<file path="src/hdl/timer_pkg.sv">
/*
 Constants of the sixteen-bit timer base counter: register indices, field positions,
 reset values and widths. Assumes a plain word-wide register port on the peripheral clock.
*/
package timer_pkg;
   localparam int unsigned DATA_W = 16;
   localparam int unsigned ADDR_W = 4;
   localparam int unsigned N_MATCH = 3;
   localparam int unsigned DIV_W = 10;

   // register indices on the register port
   localparam logic [3:0] FIRST_CONTROL_REG = 4'h0;
   localparam logic [3:0] WAVE_CONTROL_REG  = 4'h1;
   localparam logic [3:0] FIFTH_CONTROL_REG = 4'h2;
   localparam logic [3:0] SIXTH_CONTROL_REG = 4'h3;
   localparam logic [3:0] EVENT_CONTROL_REG = 4'h4;
   localparam logic [3:0] STATUS_REG        = 4'h5;
   localparam logic [3:0] COUNT_REG         = 4'h6;
   localparam logic [3:0] CYCLE_LENGTH_REG  = 4'h7;
   localparam logic [3:0] MATCH_REG_BASE    = 4'h8;
   localparam logic [3:0] CYCLE_BUF_REG     = 4'hb;
   localparam logic [3:0] MATCH_BUF_BASE    = 4'hc;

   // field positions
   localparam int unsigned ENABLE_BIT       = 0;
   localparam int unsigned PRESCALE_LSB     = 1;
   localparam int unsigned PRESCALE_W       = 3;
   localparam int unsigned XFER_AT_ZERO_BIT = 0;
   localparam int unsigned SPLIT_BIT        = 1;
   localparam int unsigned DOWN_BIT         = 0;
   localparam int unsigned HOLD_BIT         = 1;
   localparam int unsigned EVT_COUNT_BIT    = 0;
   localparam int unsigned EVT_DIR_BIT      = 1;
   localparam int unsigned ST_ZERO_BIT      = 0;
   localparam int unsigned ST_CEIL_BIT      = 1;
   localparam int unsigned ST_MAX_BIT       = 2;
   localparam int unsigned ST_DOWN_BIT      = 3;
   localparam int unsigned FRESH_CYCLE_BIT  = 0;

   // reset values, zero point and masks
   localparam logic [15:0] COUNT_RESET = 16'h0000;
   localparam logic [15:0] CYCLE_RESET = 16'hffff;
   localparam logic [15:0] MATCH_RESET = 16'h0000;
   localparam logic [15:0] ZERO_POINT  = 16'h0000;
   localparam logic [15:0] FULL_MASK   = 16'hffff;
   localparam logic [15:0] HALF_MASK   = 16'h00ff;
endpackage : timer_pkg

</file>
<file path="src/hdl/timer_prescaler.sv">
/*
 Prescaler of the timer tick: divides the peripheral clock by 1..1024.
 Assumes i_choice is steady while running; a change restarts no phase.
*/
`timescale 1ns/100ps
module timer_prescaler #(
   parameter int unsigned DIV_W = timer_pkg::DIV_W
) (
   input  wire logic       i_clk,
   input  wire logic       i_arst_n,
   input  wire logic       i_run,
   input  wire logic [2:0] i_choice,
   output logic            o_tick
);
   logic [DIV_W-1:0] div_q;
   logic [DIV_W-1:0] mask;

   if (DIV_W < 10) begin : g_width_check
      $error("prescaler needs ten bits for divide by 1024");
   end

   function automatic logic [DIV_W-1:0] div_mask(input logic [2:0] c);
      unique case (c)
         3'h0: div_mask = DIV_W'(10'h000);
         3'h1: div_mask = DIV_W'(10'h001);
         3'h2: div_mask = DIV_W'(10'h003);
         3'h3: div_mask = DIV_W'(10'h007);
         3'h4: div_mask = DIV_W'(10'h00f);
         3'h5: div_mask = DIV_W'(10'h03f);
         3'h6: div_mask = DIV_W'(10'h0ff);
         3'h7: div_mask = DIV_W'(10'h3ff);
      endcase
   endfunction : div_mask

   assign mask = div_mask(i_choice);

   always_ff @(posedge i_clk or negedge i_arst_n) begin
      if (!i_arst_n) begin
         div_q <= '0;
      end else if (!i_run) begin
         div_q <= '0;
      end else begin
         div_q <= div_q + DIV_W'(1);
      end
   end

   always_ff @(posedge i_clk or negedge i_arst_n) begin
      if (!i_arst_n) begin
         o_tick <= 1'b0;
      end else begin
         o_tick <= i_run && ((div_q & mask) == mask);
      end
   end
endmodule : timer_prescaler

</file>
<file path="src/hdl/timer_base.sv">
/*
 Base counter of a sixteen-bit timer: count, cycle length, three match channels,
 double buffers with fresh flags, event count and direction, split mode.
 Assumes a register master on i_clk and event inputs from another domain.
*/
`timescale 1ns/100ps
// Operation
// - sixteen-bit count, ceiling, match, buffers, fresh flags
// - detect zero, all ones, ceiling
// - compare count with zero, ceiling, matches
// - hit effects appear one clock after the tick
// - tick from prescaler or events
// - fresh buffers load at transfer point unless held
// - program ceiling, then enable, then count
// - event input A counts instead of clock
// - count in selected direction
// - up at ceiling wraps to zero
// - down at zero reloads ceiling
// - software count write wins immediately
// - direction change accepted while running
// - fresh flags set on write, cleared at transfer
// - match and buffer both writable
// - unbuffered ceiling write acts at once
// - ceiling below count means wrap first
// - buffered ceiling moves only at transfer
// - split into two eight-bit counters
// - events steer direction too
// - overflow request and event on wrap
module timer_base (
   input  wire logic        i_clk,
   input  wire logic        i_arst_n,
   input  wire logic [3:0]  i_addr,
   input  wire logic [15:0] i_wdata,
   input  wire logic        i_wr,
   input  wire logic        i_rd,
   input  wire logic        i_event_a,
   input  wire logic        i_event_b,
   output logic      [15:0] o_rdata,
   output logic             o_overflow_irq,
   output logic             o_overflow_evt,
   output logic             o_overflow_hi_evt,
   output logic      [5:0]  o_match_evt
);
   logic        enable_q;
   logic [2:0]  prescale_choice_q;
   logic        xfer_at_zero_q;
   logic        split_q;
   logic        down_bit_q;
   logic        transfer_hold_bit_q;
   logic        count_event_input_a_enable_q;
   logic        dir_event_enable_q;
   logic [15:0] count_value_q;
   logic [15:0] count_value_d;
   logic [15:0] cycle_length_q;
   logic [15:0] cycle_length_buffer_q;
   logic [15:0] match_value_q  [3];
   logic [15:0] match_buffer_q [3];
   logic [3:0]  fresh_q;
   logic        eva_s1_q;
   logic        eva_s2_q;
   logic        eva_s3_q;
   logic        evb_s1_q;
   logic        evb_s2_q;
   logic        presc_tick;
   logic        tick;
   logic        down;
   logic        at_zero;
   logic        at_ceil;
   logic        at_max;
   logic        wrap;
   logic        hi_wrap;
   logic        xfer;
   logic [5:0]  match_hit;
   logic [15:0] rd_mux;
   logic [15:0] lo_next;
   logic [15:0] hi_next;
   logic [15:0] full_next;
   logic        count_wr;
   logic        cycle_wr;
   logic        cycle_buf_wr;

   function automatic logic wr_at(input logic [3:0] a);
      wr_at = i_wr && (i_addr == a);
   endfunction : wr_at

   // one counting step in a field masked by m; ceiling p already masked
   function automatic logic [15:0] step(input logic [15:0] c, input logic [15:0] p,
                                        input logic dn, input logic [15:0] m);
      if (dn) begin
         step = (c == timer_pkg::ZERO_POINT) ? p : ((c - 16'h0001) & m);
      end else begin
         step = (c == p) ? timer_pkg::ZERO_POINT : ((c + 16'h0001) & m);
      end
   endfunction : step

   // event pins come from another domain
   always_ff @(posedge i_clk or negedge i_arst_n) begin
      if (!i_arst_n) begin
         eva_s1_q <= 1'b0;
         eva_s2_q <= 1'b0;
         eva_s3_q <= 1'b0;
         evb_s1_q <= 1'b0;
         evb_s2_q <= 1'b0;
      end else begin
         eva_s1_q <= i_event_a;
         eva_s2_q <= eva_s1_q;
         eva_s3_q <= eva_s2_q;
         evb_s1_q <= i_event_b;
         evb_s2_q <= evb_s1_q;
      end
   end

   timer_prescaler #(
      .DIV_W (timer_pkg::DIV_W)
   ) u_prescaler (
      .i_clk    (i_clk),
      .i_arst_n (i_arst_n),
      .i_run    (enable_q),
      .i_choice (prescale_choice_q),
      .o_tick   (presc_tick)
   );

   // rising edge of event A is one tick
   assign tick = enable_q && (count_event_input_a_enable_q ?
                 (eva_s2_q && !eva_s3_q) : presc_tick);
   assign down = dir_event_enable_q ? evb_s2_q : down_bit_q;

   assign at_max  = (count_value_q == timer_pkg::FULL_MASK);
   assign at_zero = split_q ? (count_value_q[7:0] == 8'h00)
                            : (count_value_q == timer_pkg::ZERO_POINT);
   assign at_ceil = split_q ? (count_value_q[7:0] == cycle_length_q[7:0])
                            : (count_value_q == cycle_length_q);
   assign wrap    = down ? at_zero : at_ceil;
   assign hi_wrap = split_q && (down ? (count_value_q[15:8] == 8'h00)
                                     : (count_value_q[15:8] == cycle_length_q[15:8]));
   assign xfer    = tick && !transfer_hold_bit_q && (xfer_at_zero_q ? at_zero : at_ceil);

   always_comb begin
      for (int n = 0; n < 3; n++) begin
         if (split_q) begin
            match_hit[n]   = (count_value_q[7:0] == match_value_q[n][7:0]);
            match_hit[n+3] = (count_value_q[15:8] == match_value_q[n][15:8]);
         end else begin
            match_hit[n]   = (count_value_q == match_value_q[n]);
            match_hit[n+3] = 1'b0;
         end
      end
   end

   assign lo_next   = step({8'h00, count_value_q[7:0]}, {8'h00, cycle_length_q[7:0]},
                           down, timer_pkg::HALF_MASK);
   assign hi_next   = step({8'h00, count_value_q[15:8]}, {8'h00, cycle_length_q[15:8]},
                           down, timer_pkg::HALF_MASK);
   assign full_next = step(count_value_q, cycle_length_q, down, timer_pkg::FULL_MASK);

   always_comb begin
      count_value_d = count_value_q;
      if (wr_at(timer_pkg::COUNT_REG)) begin
         count_value_d = i_wdata;
      end else if (tick) begin
         count_value_d = split_q ? {hi_next[7:0], lo_next[7:0]} : full_next;
      end
   end

   always_ff @(posedge i_clk or negedge i_arst_n) begin
      if (!i_arst_n) begin
         count_value_q <= timer_pkg::COUNT_RESET;
      end else begin
         count_value_q <= count_value_d;
      end
   end

   // control registers
   always_ff @(posedge i_clk or negedge i_arst_n) begin
      if (!i_arst_n) begin
         enable_q                     <= 1'b0;
         prescale_choice_q            <= 3'h0;
         xfer_at_zero_q               <= 1'b0;
         split_q                      <= 1'b0;
         down_bit_q                   <= 1'b0;
         transfer_hold_bit_q          <= 1'b0;
         count_event_input_a_enable_q <= 1'b0;
         dir_event_enable_q           <= 1'b0;
      end else begin
         if (wr_at(timer_pkg::FIRST_CONTROL_REG)) begin
            enable_q          <= i_wdata[timer_pkg::ENABLE_BIT];
            prescale_choice_q <= i_wdata[timer_pkg::PRESCALE_LSB +: timer_pkg::PRESCALE_W];
         end
         if (wr_at(timer_pkg::WAVE_CONTROL_REG)) begin
            xfer_at_zero_q <= i_wdata[timer_pkg::XFER_AT_ZERO_BIT];
            split_q        <= i_wdata[timer_pkg::SPLIT_BIT];
         end
         if (wr_at(timer_pkg::FIFTH_CONTROL_REG)) begin
            down_bit_q          <= i_wdata[timer_pkg::DOWN_BIT];
            transfer_hold_bit_q <= i_wdata[timer_pkg::HOLD_BIT];
         end
         if (wr_at(timer_pkg::EVENT_CONTROL_REG)) begin
            count_event_input_a_enable_q <= i_wdata[timer_pkg::EVT_COUNT_BIT];
            dir_event_enable_q           <= i_wdata[timer_pkg::EVT_DIR_BIT];
         end
      end
   end

   // working ceiling: direct write at once, buffer only at transfer
   always_ff @(posedge i_clk or negedge i_arst_n) begin
      if (!i_arst_n) begin
         cycle_length_q        <= timer_pkg::CYCLE_RESET;
         cycle_length_buffer_q <= timer_pkg::CYCLE_RESET;
      end else begin
         if (wr_at(timer_pkg::CYCLE_LENGTH_REG)) begin
            cycle_length_q <= i_wdata;
         end else if (xfer && fresh_q[timer_pkg::FRESH_CYCLE_BIT]) begin
            cycle_length_q <= cycle_length_buffer_q;
         end
         if (wr_at(timer_pkg::CYCLE_BUF_REG)) begin
            cycle_length_buffer_q <= i_wdata;
         end
      end
   end

   always_ff @(posedge i_clk or negedge i_arst_n) begin
      if (!i_arst_n) begin
         for (int n = 0; n < 3; n++) begin
            match_value_q[n]  <= timer_pkg::MATCH_RESET;
            match_buffer_q[n] <= timer_pkg::MATCH_RESET;
         end
      end else begin
         for (int n = 0; n < 3; n++) begin
            if (wr_at(timer_pkg::MATCH_REG_BASE + 4'(n))) begin
               match_value_q[n] <= i_wdata;
            end else if (xfer && fresh_q[n+1]) begin
               match_value_q[n] <= match_buffer_q[n];
            end
            if (wr_at(timer_pkg::MATCH_BUF_BASE + 4'(n))) begin
               match_buffer_q[n] <= i_wdata;
            end
         end
      end
   end

   // a buffer write in the transfer cycle keeps its flag set
   always_ff @(posedge i_clk or negedge i_arst_n) begin
      if (!i_arst_n) begin
         fresh_q <= 4'h0;
      end else begin
         for (int n = 0; n < 4; n++) begin
            if (wr_at((n == 0) ? timer_pkg::CYCLE_BUF_REG
                               : timer_pkg::MATCH_BUF_BASE + 4'(n - 1))) begin
               fresh_q[n] <= 1'b1;
            end else if (xfer) begin
               fresh_q[n] <= 1'b0;
            end
         end
      end
   end

   // hits found on the current count leave one clock after the tick that sees them
   always_ff @(posedge i_clk or negedge i_arst_n) begin
      if (!i_arst_n) begin
         o_overflow_irq    <= 1'b0;
         o_overflow_evt    <= 1'b0;
         o_overflow_hi_evt <= 1'b0;
         o_match_evt       <= 6'h00;
      end else begin
         o_overflow_irq    <= tick && wrap;
         o_overflow_evt    <= tick && wrap;
         o_overflow_hi_evt <= tick && hi_wrap;
         o_match_evt       <= tick ? match_hit : 6'h00;
      end
   end

   always_comb begin
      rd_mux = 16'h0000;
      unique case (i_addr)
         timer_pkg::FIRST_CONTROL_REG: rd_mux = {12'h000, prescale_choice_q, enable_q};
         timer_pkg::WAVE_CONTROL_REG:  rd_mux = {14'h0000, split_q, xfer_at_zero_q};
         timer_pkg::FIFTH_CONTROL_REG: rd_mux = {14'h0000, transfer_hold_bit_q, down_bit_q};
         timer_pkg::SIXTH_CONTROL_REG: rd_mux = {12'h000, fresh_q};
         timer_pkg::EVENT_CONTROL_REG:
            rd_mux = {14'h0000, dir_event_enable_q, count_event_input_a_enable_q};
         timer_pkg::STATUS_REG:        rd_mux = {12'h000, down, at_max, at_ceil, at_zero};
         timer_pkg::COUNT_REG:         rd_mux = count_value_q;
         timer_pkg::CYCLE_LENGTH_REG:  rd_mux = cycle_length_q;
         4'h8:                         rd_mux = match_value_q[0];
         4'h9:                         rd_mux = match_value_q[1];
         4'ha:                         rd_mux = match_value_q[2];
         timer_pkg::CYCLE_BUF_REG:     rd_mux = cycle_length_buffer_q;
         4'hc:                         rd_mux = match_buffer_q[0];
         4'hd:                         rd_mux = match_buffer_q[1];
         4'he:                         rd_mux = match_buffer_q[2];
         default:                      rd_mux = 16'h0000;
      endcase
   end

   always_ff @(posedge i_clk or negedge i_arst_n) begin
      if (!i_arst_n) begin
         o_rdata <= 16'h0000;
      end else begin
         o_rdata <= i_rd ? rd_mux : 16'h0000;
      end
   end

   // assertions need sampled nets; a function body would read live strobes
   assign count_wr     = wr_at(timer_pkg::COUNT_REG);
   assign cycle_wr     = wr_at(timer_pkg::CYCLE_LENGTH_REG);
   assign cycle_buf_wr = wr_at(timer_pkg::CYCLE_BUF_REG);
endmodule : timer_base

</file>
<file path="config.mk">
export PLATFORM = sky130hd
export DESIGN_NAME = timer_base
export DESIGN_NICKNAME = d
export VERILOG_FILES = /design/src/hdl/timer_pkg.sv /design/src/hdl/timer_prescaler.sv /design/src/hdl/timer_base.sv
export SDC_FILE = /design/constraint.sdc
export NUM_CORES = 1
export LEC_CHECK = 0
export BUFFER_PORTS_ARGS = -buffer_cell sky130_fd_sc_hd__buf_4
export CORE_MARGIN = 5
export CORE_UTILIZATION = 30
export DETAILED_ROUTE_END_ITERATION = 7
export HOLD_SLACK_MARGIN = 0.06
export PLACE_DENSITY_LB_ADDON = 0.08
export SLEW_MARGIN = 10
export SYNTH_ARGS = -nofsm -noshare
export SYNTH_HDL_FRONTEND = slang
export SYNTH_SLANG_ARGS = --single-unit
export TNS_END_PERCENT = 5
</file>
<file path="constraint.sdc">
create_clock -name i_clk -period 3.4 [get_ports i_clk]
set_clock_uncertainty 0.15 [all_clocks]
set_input_delay 1.02 -clock i_clk [delete_from_list [all_inputs] [get_ports i_clk]]
set_output_delay 1.02 -clock i_clk [all_outputs]
set_load 0.005 [all_outputs]
</file>
==> After elaboration in Yosys (flattened, before gate mapping) <==
Memories as Yosys holds them, arrays and structs flattened.
Cells that the tools add are included.
{ "totals": {"memories": 1, "register_bits": 198, "input_bits": 26, "out_inout_bits": 25, "romBits": 80} }
{ "memory_table": {"columns": ["name", "words", "width", "read_ports", "rd_ports_with_merged_regs", "wr", "line_no", "source"], "rows": [
  ["(name not given)", 8, 10, 1, 0, 0, "timer_prescaler.sv:23", "unique case (c)"]
]} }
{ "classes": {"muxes": 42, "addsub": 7, "eq_ne": 28, "reduce_logical": 40, "bitwise": 1} }
{ "op_table": {"columns": ["operator", "count"], "rows": [
  ["16-bit two-way mux", 15],
  ["16-bit one-hot mux with 15 select lines", 1],
  ["16-bit equality test", 4],
  ["8-bit equality test", 8],
  ["8-bit two-way mux", 6],
  ["4-bit equality test (second input constant)", 7],
  ["1-bit logical AND", 25],
  ["1-bit two-way mux", 18],
  ["2-bit nonzero test", 9],
  ["16-bit by 1-bit adder with 16-bit output (second input constant)", 1],
  ["8-bit by 1-bit adder with 8-bit output (second input constant)", 2],
  ["16-bit equality test (second input constant)", 1],
  ["4-bit by 3-bit equality test with 1-bit output (second input constant)", 4],
  ["16-bit zero test", 1],
  ["8-bit zero test", 2],
  ["16-bit by 1-bit subtractor with 16-bit output (second input constant)", 1],
  ["8-bit by 1-bit subtractor with 8-bit output (second input constant)", 2],
  ["10-bit by 1-bit adder with 10-bit output (second input constant)", 1],
  ["10-bit bitwise AND", 1],
  ["10-bit equality test", 1],
  ["10-bit two-way mux", 1],
  ["4-bit by 2-bit equality test with 1-bit output (second input constant)", 2],
  ["6-bit two-way mux", 1],
  ["4-bit by 1-bit equality test with 1-bit output (second input constant)", 1],
  ["other kinds (2)", 3]
]} }

==> Depth between registers and ports, before layout <==
{ "logic_depth": {"word_depth": 9, "depth_mapped": 10} }

==> Modules after synthesis <==
A second synthesis with hierarchy kept.
{ "hier_totals": {"hier_cells": 1153, "area_unflattened_um2": 11393.4} }
{ "by_module_without_submodules": {"columns": ["module", "cells_each", "seq_area_each_um2", "area_per_inst_um2", "instances"], "rows": [
  ["timer_base", 1097, 4719.5, 10836.6, 1],
  ["timer_prescaler", 56, 275.3, 556.8, 1]
]} }

==> Worst setup path before layout <==
OpenSTA, ideal clock, no wires.
{ "synth_path": {"kind": "reg-to-reg", "start": "register count_value_q[8]", "end": "register match_value_q[21] in the netlist's numbering", "stages_incl_launch_ff": 11, "arrival_ns": 2.537, "setup_slack_ns": 0.576, "setup_ns": 0.137, "required_ns": 3.113, "cell_sequence": "dfrtp_1 -> buf_1 -> inv_1 -> ha_1 -> nor4b_4 -> a21oi_2 -> or4_4 -> o21ai_4 -> buf_12 -> mux2i_1 -> a21oi_1"} }
{ "synth_via": {"elab_chain_len": 6} }
{ "synth_rtl": {"columns": ["element", "line_no", "source"], "rows": [
  ["from (decl)", "timer_base.sv:52", "logic [15:0] count_value_q;"],
  ["from (signal assigned)", "timer_base.sv:167", "count_value_q <= timer_pkg::COUNT_RESET;"],
  ["from (signal assigned)", "timer_base.sv:169", "count_value_q <= count_value_d;"],
  ["16-bit equality test / 16-bit zero test (equally long branches)", "timer_base.sv:132, timer_base.sv:130", null],
  ["1-bit two-way mux, on equally long branches", "timer_base.sv:131, timer_base.sv:129", null],
  ["1-bit two-way mux (*)", "timer_base.sv:136", "assign xfer = tick && !transfer_hold_bit_q && (xfer_at_zero_q ? at_zero : at_ceil);"],
  ["1-bit logical AND (*)", "timer_base.sv:136", null],
  ["1-bit logical AND (*)", "timer_base.sv:231", "end else if (xfer && fresh_q[n+1]) begin"],
  ["2-bit nonzero test (no source line) (*)", null, null],
  ["to (signal, indexed assignment)", "timer_base.sv:224", "match_value_q[n] <= timer_pkg::MATCH_RESET;"],
  ["to (signal, indexed assignment)", "timer_base.sv:230", "match_value_q[n] <= i_wdata;"],
  ["to (signal, indexed assignment)", "timer_base.sv:232", "match_value_q[n] <= match_buffer_q[n];"],
  ["to (decl)", "timer_base.sv:56", "logic [15:0] match_value_q [3];"]
]} }
Mark *: on every way between the ends. The rest lies on a longest branch, timed or not.
A chain may end at the register's enable or synchronous reset.

==> Worst setup path after layout <==
{ "layout_path": {"start": "register count_value_q[10]", "end": "register o_rdata[2]"} }
{ "layout_via": {"elab_chain_len": 3} }
{ "layout_rtl": {"columns": ["element", "line_no", "source"], "rows": [
  ["16-bit equality test", "timer_base.sv:128", "assign at_max = (count_value_q == timer_pkg::FULL_MASK);"],
  ["16-bit one-hot mux with 15 select lines", "timer_base.sv:274", "unique case (i_addr)"],
  ["16-bit two-way mux", "timer_base.sv:299", "o_rdata <= i_rd ? rd_mux : 16'h0000;"],
  ["to (signal assigned)", "timer_base.sv:299", null],
  ["to (decl)", "timer_base.sv:38", "output logic [15:0] o_rdata,"]
]} }
No other way between the ends.

==> summary.md <==
| Metric | Value |
|---|---|
| Avg WL per Cell | `24.51 µm` |
| Vias per cell | `5.510` |
| Final worst path period need | `2923 ps` |
| Synth cell types | `77` |
| 1st-iter DRT viols | `1055` |
| Clock Latency Late Sink | `460 ps` |
| Hold Path Depth | `0` |
| Worst Max-Slew Pin Slew | `924.3 ps` |
| Clock tree buffer depth | `2` |
| Async set-or-reset flop fraction in the synthesized netlist | `100.0%` |
| Total of max-cap violations | `0` |
| Layout Area Growth over Synthesis | `15.35%` |
| GR Layer Usage met1 | `30.10%` |
| Core Region | `38380 µm²` |
| Crit path launch type | `flop` |
| Drt pass-1 iters | `6` |
| CTS buffer count | `17` |
| Vias in the first global route | `9671` |
| Initial Util | `30.15%` |
| Reg area | `4995 µm²` |
| R2R Setup Slk | `480 ps` |
| Final Hold Fails | `0` |
| Overall Global Routing Usage | `20.50%` |
| Worst r2r dst | `o_rdata[2]` |
| Max-slew violation count | `0` |
| Power Density | `678.8 nW/µm²` |
| Worst setup EP type | `flop` |
| Worst slack, placed | `278.1 ps` |
| Seq/Total Area, Yosys | `43.16%` |
| Final Cycle Share | `85.96%` |
| Avg Cell Area, Syn | `9.708 µm²` |
| Run status | `complete, no violations` |
| Synthesized Nets | `1225` |
| # Post-CTS Setup Buffers | `0` |
| Pin count of the biggest net entering global routing | `63` |
| Remaining Overflow, GRT | `0` |
| Setup tns final | `0 ps` |
| Synth Instances | `1192` |
| Max VDD drop | `0.3812 mV` |
| GPL Wtd Cong | `0.8598` |
| Synth top area cells | `dfrtp_1 (36%), mux2_2 (7.7%), dfstp_2 (7.3%)` |
| CTS sink count | `198` |
| Reg2reg path depth | `5` |
| Worst reg2reg startpoint | `count_value_q[10]` |
| Die X | `206.4 µm` |
| M2 GR Usage | `32.40%` |
| Crit path DAT | `3130 ps` |
| Leading cell types in the layout, fill and taps excluded | `dfrtp_1 (166), buf_4 (104), nand2_1 (94)` |
| Worst slew margin | `38.38%` |
| Share of cells above drive strength 1 | `22.29%` |
| Htree depth | `4` |
| Die area | `42600 µm²` |
| Die height | `206.4 µm` |
| Unrepaired setup endpoints after global routing | `no` |
| CP required | `3600 ps` |
| Clk slew on worst S/H paths | `80 ps` |
| Yosys reg bits | `198` |
| Min-delay src | `eva_s1_q` |
| Setup ws final | `477.3 ps` |
| Multi-input gate area | `6095 µm²` |
| Drt total wl | `42940 µm` |
| # hold bufs at CTS | `0` |
| DRC | `0` |
| Fmax | `342.2 MHz` |
| Syn Std Cell Area | `11570 µm²` |
| Ys Warns | `0` |
| EDFF count, synth | `0` |
| Hold Path Class | `reg -> reg` |
| Number of nets in the layout | `1254` |
| Post-synth top flop | `dfrtp_1` |
| Root buf cell | `clkbuf_16` |
| Hold EP | `eva_s2_q` |
| Io pins | `51` |
| Final setup violation count | `0` |
| Post-route ant nets | `0` |
| Number of port buffers | `50` |
| Initial antenna violation count | `0` |
| Fillers | `3951` |
| Detail Placement HPWL | `30410 µm` |
| Top-area cell type share of the netlist area | `35.90%` |
| Via count | `9654` |
| Top Usage Layer GRT | `met2` |
| First-pass GRT wire length | `65250 µm` |
| Worst-path maximum fanout | `11` |
| Leading area contributor after synthesis | `dfrtp_1` |
| CP Class | `reg -> reg` |
| FP Rows | `72` |
| Met3 usage | `2.950%` |
| Commonest non-fill, non-tap cell in the layout | `dfrtp_1` |
| Leak | `5.323 nW` |
| CTS tree | `done` |
| CTS resizes | `0` |
| N_diodes | `0` |
[how the worst max path moves through the flow]
stage,from,endpoint,cells after the start
after CTS,count_value_q[10],o_rdata[2],5
after detailed placement,i_addr[2],o_rdata[2],5
final,count_value_q[10],o_rdata[2],5
after global routing,count_value_q[8],match_value_q[15],9
after floorplan,count_value_q[8],match_value_q[21],10
after global placement,i_addr[2],o_rdata[2],5
[critical path, stage by stage, from the launching register on]
cell     delay [ps]
dfrtp_1         720
buf_4           300
nand3_1         180
or3_1           460
or4_1           690
a41oi_1         330
[kinds of logic (layout without fill, tap and decap cells)]
logic type,count (synthesis),in the layout,share of synthesized area [%]
multiplexers,116,116,11.00
AO/OA/AOI/OAI,244,244,14.86
buffers and inverters,117,159,4.400
XOR/XNOR,99,99,7.493
flip-flops,198,198,43.16
AND/OR/NAND/NOR,411,411,18.34
adder cells (fa/ha/maj),7,7,0.7568
[Yosys cell counts (12+ instances only)]
| cell | n |
|---|---|
| a21oi_1 | 59 |
| a22oi_1 | 50 |
| and2_1 | 12 |
| and3_1 | 16 |
| buf_1 | 12 |
| clkbuf_1 | 63 |
| dfrtp_1 | 166 |
| dfstp_2 | 32 |
| inv_1 | 14 |
| mux2_2 | 79 |
| mux2i_1 | 36 |
| nand2_1 | 94 |
| nand3_1 | 83 |
| nand3b_1 | 32 |
| nand4_1 | 25 |
| nor2_1 | 84 |
| nor3_1 | 15 |
| o21ai_0 | 27 |
| xnor2_1 | 83 |
| xor2_1 | 16 |
[power by group]
group	internal (mW)	switching [mW]	total, mW
registers	2.92	0.678	3.60
clock network	1.15	1.02	2.17
logic	1.47	1.82	3.29
[flip-flops by register name, summed over array words and instances (netlist names), 3 cells and up]
| name | flops |
|---|---|
| count_value_q | 16 |
| cycle_length_buffer_q | 16 |
| cycle_length_q | 16 |
| fresh_q | 4 |
| match_buffer_q | 48 |
| match_value_q | 48 |
| o_match_evt | 6 |
| o_rdata | 16 |
| prescale_choice_q | 3 |
| u_prescaler.div_q | 10 |
[per-stage QoR]
| stage | std cells | cell area (µm²) | hold WS, ps | power (mW) | utilization, % |
|---|---|---|---|---|---|
| 2_1_floorplan | 1192 | 11570 | 181.2 | 5.698 | - |
| 3_3_place_gp | 1720 | 12750 | 187.7 | 6.917 | 33.21 |
| 3_5_place_dp | 1720 | 12750 | 193.4 | 6.894 | 33.21 |
| 4_1_cts | 1752 | 13350 | 209.8 | 9.107 | 34.78 |
| 5_1_grt | 1752 | 13350 | 217.6 | 9.594 | 34.78 |
| 6_report | 1752 | 13350 | 207.1 | 9.061 | 34.78 |
[layer usage]
layer	routed length, µm	share of wire (%)
met1	20730	48
met2	19870	46
met3	1807	4.2
met5	0	0
met4	531	1.2
[area by class of cell]
cell class | count | area share (%)
repair buffers | 113 | 7.161
inverters | 14 | 0.3937
multi-input cells | 877 | 45.66
clock inverters | 11 | 1.069
flip-flops and latches | 198 | 37.42
well taps | 518 | 4.855
clock buffers | 21 | 3.449
(Power assumes the default switching activity.)
